===== src/cmd_ser_map.svh =====
// Constants for the redundant command serializer
`ifndef CMD_SER_MAP_SVH
`define CMD_SER_MAP_SVH

// Word and frame geometry
`define WORD_BITS      12
`define FRAME_BITS     24
`define WORDS_PER_MSG  2
`define REPLY_BITS     12

// Reply code that means redundant reception confirmed
`define REPLY_OK_CODE  12'hA5A

// Timing, in nanoseconds
`define CLK_PERIOD_NS  4
`define BIT_TIME_NS    1000
`define REPLY_WAIT_NS  1000000

// Line level when idle; a reply starts with a low start bit
`define LINE_IDLE      1'b1

`endif


===== src/cmd_ser_pkg.sv =====
// Types for the redundant command serializer
package cmd_ser_pkg;
  typedef logic [11:0] word_t;
  typedef logic [23:0] frame_t;
  typedef enum logic [4:0] {
    ST_IDLE    = 5'h01,
    ST_SEND    = 5'h02,
    ST_RX_WAIT = 5'h04,
    ST_RX_BITS = 5'h08,
    ST_DELIVER = 5'h10
  } state_e;
endpackage : cmd_ser_pkg


===== src/command_serializer.sv =====
// Command serializer: words in, doubled serial frames out, reply back
`timescale 1ns/1ps
`include "cmd_ser_map.svh"
module command_serializer
  import cmd_ser_pkg::*;
#(
  parameter int unsigned REPLY_WAIT_CYC =
    `REPLY_WAIT_NS / `CLK_PERIOD_NS
) (
  // Clock and reset
  input  wire logic        clk,
  input  wire logic        reset,
  // Computer word port
  input  wire logic        word_valid,
  input  wire logic [11:0] word_data,
  output logic             word_ready,
  // Reply port toward the computer
  output logic             reply_valid,
  input  wire logic        reply_ready,
  output logic [11:0]      reply_code,
  output logic             reply_ok,
  output logic             reply_timeout,
  output logic             reply_final,
  // Hardline
  output logic             line_tx,
  input  wire logic        line_rx
);

  // Bit period in cycles, rounded down, at least one
  localparam int unsigned BIT_CYC_RAW = `BIT_TIME_NS / `CLK_PERIOD_NS;
  localparam int unsigned BIT_CYC = (BIT_CYC_RAW < 1) ? 1 : BIT_CYC_RAW;
  localparam logic [15:0] BIT_LAST  = 16'(BIT_CYC - 1);
  localparam logic [15:0] HALF_LAST = 16'(BIT_CYC / 2);
  localparam logic [31:0] WAIT_LAST = 32'(REPLY_WAIT_CYC - 1);
  localparam logic [4:0]  FRAME_LAST = 5'(`FRAME_BITS - 1);
  localparam logic [3:0]  REPLY_LAST = 4'(`REPLY_BITS - 1);
  localparam logic        WORD_LAST = 1'(`WORDS_PER_MSG - 1);

  // Doubled frame: word in the leading half, same word in the trailing half
  function automatic frame_t frame_of(input word_t w);
    frame_of = {w, w};
  endfunction : frame_of

  state_e      state_q;
  frame_t      shift_q;
  logic [15:0] baud_q;
  logic [4:0]  bit_q;
  logic        word_idx_q;
  logic        second_copy_q;
  logic [31:0] wait_q;
  logic [11:0] rx_shift_q;
  logic        rep_ok_d;
  logic        rep_to_q;
  logic        baud_done;
  logic        accept;
  logic        buf_push;
  logic        buf_pop;
  logic        buf_in_ready;
  logic [14:0] buf_in;
  // Two-entry reply buffer, head always in slot 0
  logic [14:0] slot0_q;
  logic [14:0] slot1_q;
  logic        v0_q;
  logic        v1_q;

  // Bit timer and handshake terms
  assign baud_done = (baud_q == BIT_LAST);
  assign accept    = word_valid & word_ready;
  assign rep_ok_d  = (rx_shift_q == `REPLY_OK_CODE) & ~rep_to_q;
  assign buf_in_ready = ~v1_q;
  assign buf_push  = (state_q == ST_DELIVER) & buf_in_ready;
  assign buf_pop   = reply_valid & reply_ready;
  assign buf_in    = {second_copy_q, rep_to_q, rep_ok_d, rx_shift_q};

  // Main sequence
  always_ff @(posedge clk) begin
    if (reset) begin
      state_q <= ST_IDLE;
    end else begin
      case (state_q)
        ST_IDLE: begin
          if (accept) begin
            state_q <= ST_SEND;
          end
        end
        ST_SEND: begin
          if (baud_done && bit_q == FRAME_LAST) begin
            // Only after both words of a message does a reply follow
            if (word_idx_q == WORD_LAST) begin
              state_q <= ST_RX_WAIT;
            end else begin
              state_q <= ST_IDLE;
            end
          end
        end
        ST_RX_WAIT: begin
          if (line_rx != `LINE_IDLE) begin
            state_q <= ST_RX_BITS;
          end else if (wait_q == WAIT_LAST) begin
            state_q <= ST_DELIVER;
          end
        end
        ST_RX_BITS: begin
          if (baud_done && bit_q == 5'(REPLY_LAST) + 5'h01) begin
            state_q <= ST_DELIVER;
          end
        end
        ST_DELIVER: begin
          // Holds here while the computer stalls the reply buffer
          if (buf_in_ready) begin
            state_q <= ST_IDLE;
          end
        end
        default: begin
          state_q <= ST_IDLE;
        end
      endcase
    end
  end

  // Ready to the computer, dropped from acceptance until the first word is done or the reply is buffered
  always_ff @(posedge clk) begin
    if (reset) begin
      word_ready <= 1'b0;
    end else if (accept) begin
      word_ready <= 1'b0;
    end else if (state_q == ST_SEND && baud_done && bit_q == FRAME_LAST
                 && word_idx_q != WORD_LAST) begin
      word_ready <= 1'b1;
    end else if (state_q == ST_DELIVER && buf_in_ready) begin
      word_ready <= 1'b1;
    end else if (state_q == ST_IDLE) begin
      word_ready <= 1'b1;
    end
  end

  // Bit-period timer; restarts on word acceptance and after each bit, half-bit preloaded while awaiting a reply
  always_ff @(posedge clk) begin
    if (reset) begin
      baud_q <= 16'h0000;
    end else if (accept) begin
      baud_q <= 16'h0000;
    end else if (state_q == ST_RX_WAIT) begin
      // Half a bit preloaded so data is sampled mid-bit
      baud_q <= BIT_LAST - HALF_LAST;
    end else if (baud_done) begin
      baud_q <= 16'h0000;
    end else begin
      baud_q <= baud_q + 16'h0001;
    end
  end

  // Bit counter for frames and replies
  always_ff @(posedge clk) begin
    if (reset) begin
      bit_q <= 5'h00;
    end else if (accept || state_q == ST_RX_WAIT) begin
      bit_q <= 5'h00;
    end else if (baud_done &&
                 (state_q == ST_SEND || state_q == ST_RX_BITS)) begin
      bit_q <= bit_q + 5'h01;
    end
  end

  // Transmit shifter, most significant bit first
  always_ff @(posedge clk) begin
    if (reset) begin
      shift_q <= 24'h000000;
    end else if (accept) begin
      shift_q <= frame_of(word_data);
    end else if (state_q == ST_SEND && baud_done) begin
      shift_q <= {shift_q[22:0], 1'b0};
    end
  end

  // Line driver; idle level between frames
  always_ff @(posedge clk) begin
    if (reset) begin
      line_tx <= `LINE_IDLE;
    end else if (state_q == ST_SEND
                 && !(baud_done && bit_q == FRAME_LAST)) begin
      line_tx <= shift_q[23];
    end else begin
      line_tx <= `LINE_IDLE;
    end
  end

  // Word index within a message: first half, then second half
  always_ff @(posedge clk) begin
    if (reset) begin
      word_idx_q <= 1'b0;
    end else if (state_q == ST_SEND && baud_done
                 && bit_q == FRAME_LAST) begin
      word_idx_q <= ~word_idx_q;
    end
  end

  // Which copy of the message the next reply answers
  always_ff @(posedge clk) begin
    if (reset) begin
      second_copy_q <= 1'b0;
    end else if (buf_push) begin
      // A failed reply restarts the pair so a retry is a first copy
      second_copy_q <= rep_ok_d & ~second_copy_q;
    end
  end

  // Reply timeout counter; a silent line counts as malfunction
  always_ff @(posedge clk) begin
    if (reset) begin
      wait_q <= 32'h00000000;
    end else if (state_q == ST_RX_WAIT) begin
      wait_q <= wait_q + 32'h00000001;
    end else begin
      wait_q <= 32'h00000000;
    end
  end

  // Timeout flag for the pending reply
  always_ff @(posedge clk) begin
    if (reset) begin
      rep_to_q <= 1'b0;
    end else if (state_q == ST_RX_WAIT) begin
      rep_to_q <= (line_rx == `LINE_IDLE) && (wait_q == WAIT_LAST);
    end
  end

  // Reply receive shifter, sampled mid-bit after the start bit
  always_ff @(posedge clk) begin
    if (reset) begin
      rx_shift_q <= 12'h000;
    end else if (state_q == ST_RX_WAIT) begin
      rx_shift_q <= 12'h000;
    end else if (state_q == ST_RX_BITS && baud_done
                 && bit_q != 5'h00) begin
      rx_shift_q <= {rx_shift_q[10:0], line_rx};
    end
  end

  // Reply buffer slot 0 (head); a stall by the computer loses nothing
  always_ff @(posedge clk) begin
    if (reset) begin
      v0_q    <= 1'b0;
      slot0_q <= 15'h0000;
    end else if (buf_pop) begin
      v0_q    <= v1_q | buf_push;
      slot0_q <= v1_q ? slot1_q : buf_in;
    end else if (buf_push && !v0_q) begin
      v0_q    <= 1'b1;
      slot0_q <= buf_in;
    end
  end

  // Reply buffer slot 1
  always_ff @(posedge clk) begin
    if (reset) begin
      v1_q    <= 1'b0;
      slot1_q <= 15'h0000;
    end else if (buf_pop) begin
      v1_q    <= v1_q & buf_push;
      slot1_q <= buf_in;
    end else if (buf_push && v0_q) begin
      v1_q    <= 1'b1;
      slot1_q <= buf_in;
    end
  end

  // Reply outputs straight from the head slot
  assign reply_valid   = v0_q;
  assign reply_code    = slot0_q[11:0];
  assign reply_ok      = slot0_q[12];
  assign reply_timeout = slot0_q[13];
  assign reply_final   = slot0_q[14];

endmodule : command_serializer


===== config.mk =====
export PLATFORM = sky130hd
export DESIGN_NAME = command_serializer
export DESIGN_NICKNAME = d
export VERILOG_FILES = /design/src/cmd_ser_pkg.sv /design/src/command_serializer.sv
export VERILOG_INCLUDE_DIRS = /design/src /design/src/src
export SDC_FILE = /design/constraint.sdc
export NUM_CORES = 1
export LEC_CHECK = 0
export ABC_AREA = 1
export BUFFER_PORTS_ARGS = -buffer_cell sky130_fd_sc_hd__buf_4
export CORE_ASPECT_RATIO = 0.6
export CORE_MARGIN = 5
export CORE_UTILIZATION = 40
export DETAILED_ROUTE_END_ITERATION = 8
export GPL_ROUTABILITY_DRIVEN = 0
export PLACE_DENSITY = 0.67
export SKIP_CTS_REPAIR_TIMING = 1
export SLEW_MARGIN = 20
export SYNTH_ARGS = -nofsm -noshare
export SYNTH_HDL_FRONTEND = slang
export SYNTH_SLANG_ARGS = --single-unit

===== constraint.sdc =====
create_clock -name clk -period 2.1 [get_ports clk]
set_input_delay 0.105 -clock clk [delete_from_list [all_inputs] [get_ports clk]]
set_output_delay 0.105 -clock clk [all_outputs]
set_load 0.005 [all_outputs]

==> results of run 1 <==
==> synthesized netlist by cell type (all sizes together) <==
library cell / count / area share
buf: 14 / 0.016
ha: 5 / 0.010
o32ai: 1 / 0.0015
or3: 2 / 0.0021
dfxtp: 131 / 0.44
nand2: 171 / 0.11
clkbuf: 14 / 0.0087
clkinv: 1 / 0.00062
a211oi: 3 / 0.0046
nor2: 105 / 0.071
or2: 11 / 0.011
nand3b: 2 / 0.0025
nor4: 4 / 0.0042
inv: 95 / 0.059
nand4: 12 / 0.012
a21oi: 68 / 0.056
xor2: 10 / 0.015
nor3: 19 / 0.016
a31oi: 15 / 0.016
nand3: 78 / 0.065
nor3b: 1 / 0.0012
o21ai: 84 / 0.077
and3: 1 / 0.0010
xnor2: 4 / 0.0058
==> through the flow <==
step,cell area (um2),hold WS (ns),power (mW),util,std cells
floorplan,6030,0.263,3.52,-,851
global placement,6500,0.390,3.80,0.444,1068
detailed placement,6500,0.399,3.82,0.444,1068
CTS,7090,-0.0397,6.74,0.484,1100
global route,7100,0.0104,7.04,0.485,1101
finish,7100,-0.0140,6.70,0.485,1101
==> tightest hold or removal path: stages <==
cell and delay, ns:
buf_4 0.11, nand2_1 0.07, a21oi_1 0.06
==> metal layers <==
layer / GRT usage / part of all wire
met5: 0 / 0
met4: 0.0440 / 0.0073
met3: 0.0396 / 0.060
met2: 0.207 / 0.37
met1: 0.262 / 0.56
==> layout make-up <==
class                           instances  area [um2]  share of cell area
Sequential cell                       131        2620               0.369
Clock buffer                           20         467              0.0657
Tap cell                              198         248              0.0349
Multi-Input combinational cell        596        2900               0.408
Timing Repair Buffer                   48         388              0.0546
Clock inverter                         12         120              0.0169
Inverter                               96         360              0.0507
==> sequential cells by signal, indices dropped and copies added (netlist names), 5 cells and up <==
| name | count |
|---|---|
| slot1_q | 15 |
| state_q | 5 |
| rx_shift_q | 12 |
| wait_q | 32 |
| bit_q | 5 |
| shift_q | 24 |
| baud_q | 16 |
| slot0_q | 15 |
==> kinds of logic (layout without fill, tap and decap cells) <==
logic type | Yosys count | after routing
buffers and inverters | 124 | 176
and+or+nand+nor | 406 | 406
adders and majority gates | 5 | 5
AOI/OAI and AO/OA | 171 | 171
xor gates and xnor gates | 14 | 14
DFF | 131 | 131
==> power by group <==
group / total, mW / leakage (nW) / switching (mW) / internal [mW]
Combinational: 0.969 / 1.33 / 0.567 / 0.403
Clock: 2.93 / 0.278 / 1.19 / 1.74
Sequential: 2.80 / 1.06 / 0.117 / 2.69
==> path summary, 6_finish.rpt <==
| path | start | end | slack [ns] | cells after the start |
|---|---|---|---|---|
| worst min register to register | shift_q[22] | shift_q[22] | 0.45 | 2 |
| worst min-delay path | word_data[0] | shift_q[0] | -0.01 | 3 |
| worst max-delay path | wait_q[0] | wait_q[24] | 0.26 | 10 |
| worst max register to register | wait_q[0] | wait_q[24] | 0.26 | 10 |
==> qor.yml, run 1 <==
fillerInstances: 1464
io_pins: 35
cts_tree: "yes"
fmax_mhz: 543
die_h_um: 105
port_buffers: 34
yosys.area_share.simple: 0.295
crit_fanout: 6
yosys.area_share.xor_xnor: 0.0203
cts_root_buf: "clkbuf_16"
cts.htree.levels: 4
ys_seq_area_frac: 0.435
syn_nets: 873
post_drt_wl_per_cell_um: 12.8
cts_buffers: 17
n_antenna_cell: 0
num_rows: 34
final_cell_mix: "nand2_1, dfxtp_1, nor2_1"
synth_warnings: 0
grt_max_degree: 43
die_area_um2: 17700
yosys_register_bits: 131
synth_top_family_by_area: "simple AND/OR/NAND/NOR gates"
final_common_cell: "nand2_1"
violations: "negative hold slack"
synthMuxAreaShare: 0
synth-compound-area-share: 0.155
fin_crit_sh: 0.877
cpPeakStageDelay_ns: 0.35
drt_iter0_drc: 520
hold_viol: 1
die_w_um: 168
track_usage: 0.162
crit_path_start_kind: "flip-flop"
drcViolationCount: 0
grt_pass1_vias: 4797
grt_pass1_wl_mm: 23.9
clock_latency_ns: 0.42
syn_inst: 851
dp_hpwl_mm: 9.81
drv_cap: 0
area_growth_pct: 17.9
setup_viol: 0
route.vias.total: 5460
synth.avg_cell_area_um2: 7.08
rsz0062_at_grt: "no"
crit_buf_inv: 0
crit_path_cell_trace: "ha_1, nand3_1, nor2_1, nand2_1, nor2_1, nand3_1, nor3_2, nand2_1, nand2_1, nor2_1"
routed_wirelength_mm: 14.1
required_ns: 2.41
synth_cell_type_count: 37
holdWs_ns: -0.0140
grt.overflow.total: 0
antenna_found_initial: 0
fin_tns_setup_ns: 0
critPathKind: "flip-flop to flip-flop"
clock_path_buffers: 2
postRouteAntennaNets: 0
vias_per_cell: 4.96
irDropWorstVdd_uv: 426
status: "finished, violations left"
slew_headroom: 0.649
numClockSinks: 131
cp_slowest_cell: "dfxtp_1"
layout-drive-gt1-share: 0.124
endpoint_kind: "flip-flop"
crit_family: "simple AND/OR/NAND/NOR gates"
crit_arrival_ns: 2.15
min_period_ns: 1.84
slew_viol_final: 0
fin_nets: 912
syn_area_um2: 6030
worstHoldPathType: "input port to flip-flop"
p_per_area_nw_per_um2: 943
clkTransAtPathRegs_ns: 0.06
worst_pin_slew_ns: 0.525
first_pass_iters: 7
start_util: 0.412
core_area_um2: 14600
fin_skew_ns: 0.0166
synthAdderAreaFrac: 0.0104
dp_slack_ns: 0.231
p_leak_nw: 2.66
fin_ws_ns: 0.259
No activity file was read; power rests on OpenSTA's default activity.
==> run 2, diff against run 1 <==
Settings changed: ABC_AREA 1 to not set, GPL_ROUTABILITY_DRIVEN 0 to 1.
==> qor.yml, run 2 <==
status: "finished, violations left"  # unchanged
violations: "negative hold slack"  # unchanged
fin_crit_sh: 0.967  # was 0.877
layout.cells.non_filler: 898  # was 1101
worstHoldPathType: "input port to flip-flop"  # unchanged
fin_skew_ns: 0.00970  # was 0.0166 ns
syn_nets: 682  # was 873
hold-path-cell-count: 3  # unchanged
synthTopCellsByCount: "dfxtp_1, nor2_1, nand2_1"  # was nand2_1, dfxtp_1, nor2_1
min_period_ns: 2.03  # was 1.84 ns
clock_path_buffers: 2  # unchanged
p_per_area_nw_per_um2: 846  # was 943 nW/um2
gp_congestion: 0.778
clock_latency_ns: 0.42  # about the same
top_register: "wait_q"  # unchanged
route.vias.total: 4735  # was 5460
place_inst: 864  # was 1068
cts_root_buf: "clkbuf_16"  # unchanged
post_drt_wl_per_cell_um: 14.4  # was 12.8 um
area_growth_pct: 19.7  # was 17.9%
synth.area.top_cells: "dfxtp_1, nor2_1, xnor2_1"  # was dfxtp_1, nand2_1, nand3_1
antenna_found_initial: 0  # unchanged
die_w_um: 165  # was 168 um
layout-drive-gt1-share: 0.157  # was 0.124
fin_ws_ns: 0.0703  # was 0.259 ns
crit_fanout: 6  # unchanged
setup_viol: 0  # unchanged
fin_nets: 715  # was 912
drv_cap: 0  # unchanged
dpl_cell_area_um2: 6220  # was 6500 um2
track_usage: 0.155  # was 0.162
syn_inst: 660  # was 851
synth_cell_type_count: 46  # was 37
grt_pass1_wl_mm: 21.6  # was 23.9 mm
final_area_um2: 6890  # was 7100 um2
cts_tree: "yes"  # unchanged
syn_area_um2: 5750  # was 6030 um2
numClockSinks: 131  # unchanged
p_leak_nw: 2.46  # was 2.66 nW
min_from: "line_rx"  # was word_data[0]
critPathKind: "flip-flop to flip-flop"  # unchanged
vias_per_cell: 5.27  # was 4.96
cts.htree.levels: 4  # unchanged
port_buffers: 34  # unchanged
required_ns: 2.43  # was 2.41 ns
slew_viol_final: 0  # unchanged
clkTransAtPathRegs_ns: 0.06  # about the same
r2r_cells: 5  # was 10
fmax_mhz: 493  # was 543 MHz
final_cell_mix: "dfxtp_1, nor2_1, nand2_1"  # was nand2_1, dfxtp_1, nor2_1
routed_wirelength_mm: 12.9  # was 14.1 mm
holdPathEnd: "rx_shift_q[0]"  # was shift_q[0]
r2r-start: "wait_q[10]"  # was wait_q[0]
io_pins: 35  # unchanged
cts_buffers: 17  # unchanged
fillerInstances: 1273  # was 1464
largest_register_ffs: 32  # unchanged
final_common_cell: "dfxtp_1"  # was nand2_1
endpoint_kind: "flip-flop"  # unchanged
irDropWorstVdd_uv: 479  # was 426 uV
reg_top3: "wait_q: 32 flops, shift_q: 24 flops, baud_q: 16 flops"  # unchanged
crit_arrival_ns: 2.36  # was 2.15 ns
crit_path_start_kind: "flip-flop"  # unchanged
hold_viol: 2  # was 1
num_rows: 33  # was 34
grt.overflow.total: 0  # unchanged
first_pass_iters: 5  # was 7
grt_pass1_vias: 4601  # was 4797
dp_hpwl_mm: 8.77  # was 9.81 mm
worst_pin_slew_ns: 0.638  # was 0.525 ns
synth_top_area_frac: 0.456  # was 0.435
synth_ff_type: "dfxtp_1"  # unchanged
die_area_um2: 17000  # was 17700 um2
synth.avg_cell_area_um2: 8.72  # was 7.08 um2
die_h_um: 103  # was 105 um
rrSetupSlack_ns: 0.07  # was 0.26 ns
holdWs_ns: -0.0334  # was -0.0140 ns
start_util: 0.415  # was 0.412
n_antenna_cell: 0  # unchanged
drt_iter0_drc: 410  # was 520
dp_slack_ns: 0.0804  # was 0.231 ns
drcViolationCount: 0  # unchanged
core_area_um2: 13900  # was 14600 um2
synth_edf_count: 0  # unchanged
yosys_register_bits: 131  # unchanged
grt_max_degree: 47  # was 43
postRouteAntennaNets: 0  # unchanged
synth_warnings: 0  # unchanged
synthArstFlopShare: 0  # unchanged
r2r-end: "state_q[4]"  # was wait_q[24]
yosysMostFrequentCell: "dfxtp_1"  # was nand2_1
synth_top_area_cell: "dfxtp_1"  # unchanged
slew_headroom: 0.569  # was 0.649
totalPowerFinal_mw: 5.83  # was 6.70 mW
fin_util: 0.497  # was 0.485
ys_seq_area_frac: 0.456  # was 0.435
run 2: power breakdown:
part	internal, mW	switching, mW	leakage, nW
Sequential	2.54	0.0330	1.06
Combinational	0.110	0.155	1.11
Clock	1.78	1.21	0.290
run 2: area by class of cell:
class | instances | area, um2 | share of cell area
tap | 192 | 240 | 0.0349
multi-input combinational | 477 | 2970 | 0.431
timing repair buffer | 51 | 399 | 0.0579
clock inverter | 15 | 171 | 0.0249
sequential | 131 | 2630 | 0.381
clock buffer | 17 | 425 | 0.0617
inverter | 15 | 56.3 | 0.00817
run 2: worst max-delay path: stages, from the launching register on:
cell	delay (ns)
dfxtp_1	0.39
nor4b_2	0.31
nand4_1	0.13
or4_4	0.56
or3_1	0.37
a31oi_2	0.20
run 2: kinds of logic after synthesis:
group,count (synthesis),synth area share
simple gates,286,0.256
flops,131,0.456
compound gates,110,0.118
buf+inv,52,0.0372
xor+xnor,48,0.0731
mux,28,0.0487
fa+ha+maj,5,0.0109
run 2: per-stage QoR:
stage,TNS [ns],hold slack [ns]
CTS,0,-0.0867
detailed placement,0,0.350
finish,0,-0.0334
global route,-0.0141,0.000352
floorplan,0,0.205
global placement,0,0.341
run 2: how the worst max path moves through the flow:
| stage | from | to | slack [ns] | cells after the start |
|---|---|---|---|---|
| 2_1_floorplan | baud_q[13] | rx_shift_q[10] | 0.32 | 6 |
| 3_3_place_gp | baud_q[1] | line_tx | 0.19 | 8 |
| 3_5_place_dp | wait_q[10] | wait_q[26] | 0.08 | 6 |
| 4_1_cts | baud_q[13] | rx_shift_q[8] | 0.06 | 7 |
| 5_1_grt | wait_q[8] | state_q[4] | -0.01 | 5 |
| 6_report | wait_q[10] | state_q[4] | 0.07 | 5 |
run 2: layer usage:
| metal | up-vias | GRT usage | part of all wire |
|---|---|---|---|
| met5 | - | 0 | 0 |
| met4 | 0 | 0.0524 | 0.0060 |
| met3 | 8 | 0.0364 | 0.046 |
| met2 | 98 | 0.249 | 0.46 |
| met1 | 2252 | 0.209 | 0.49 |
| li1 | 2377 | - | - |
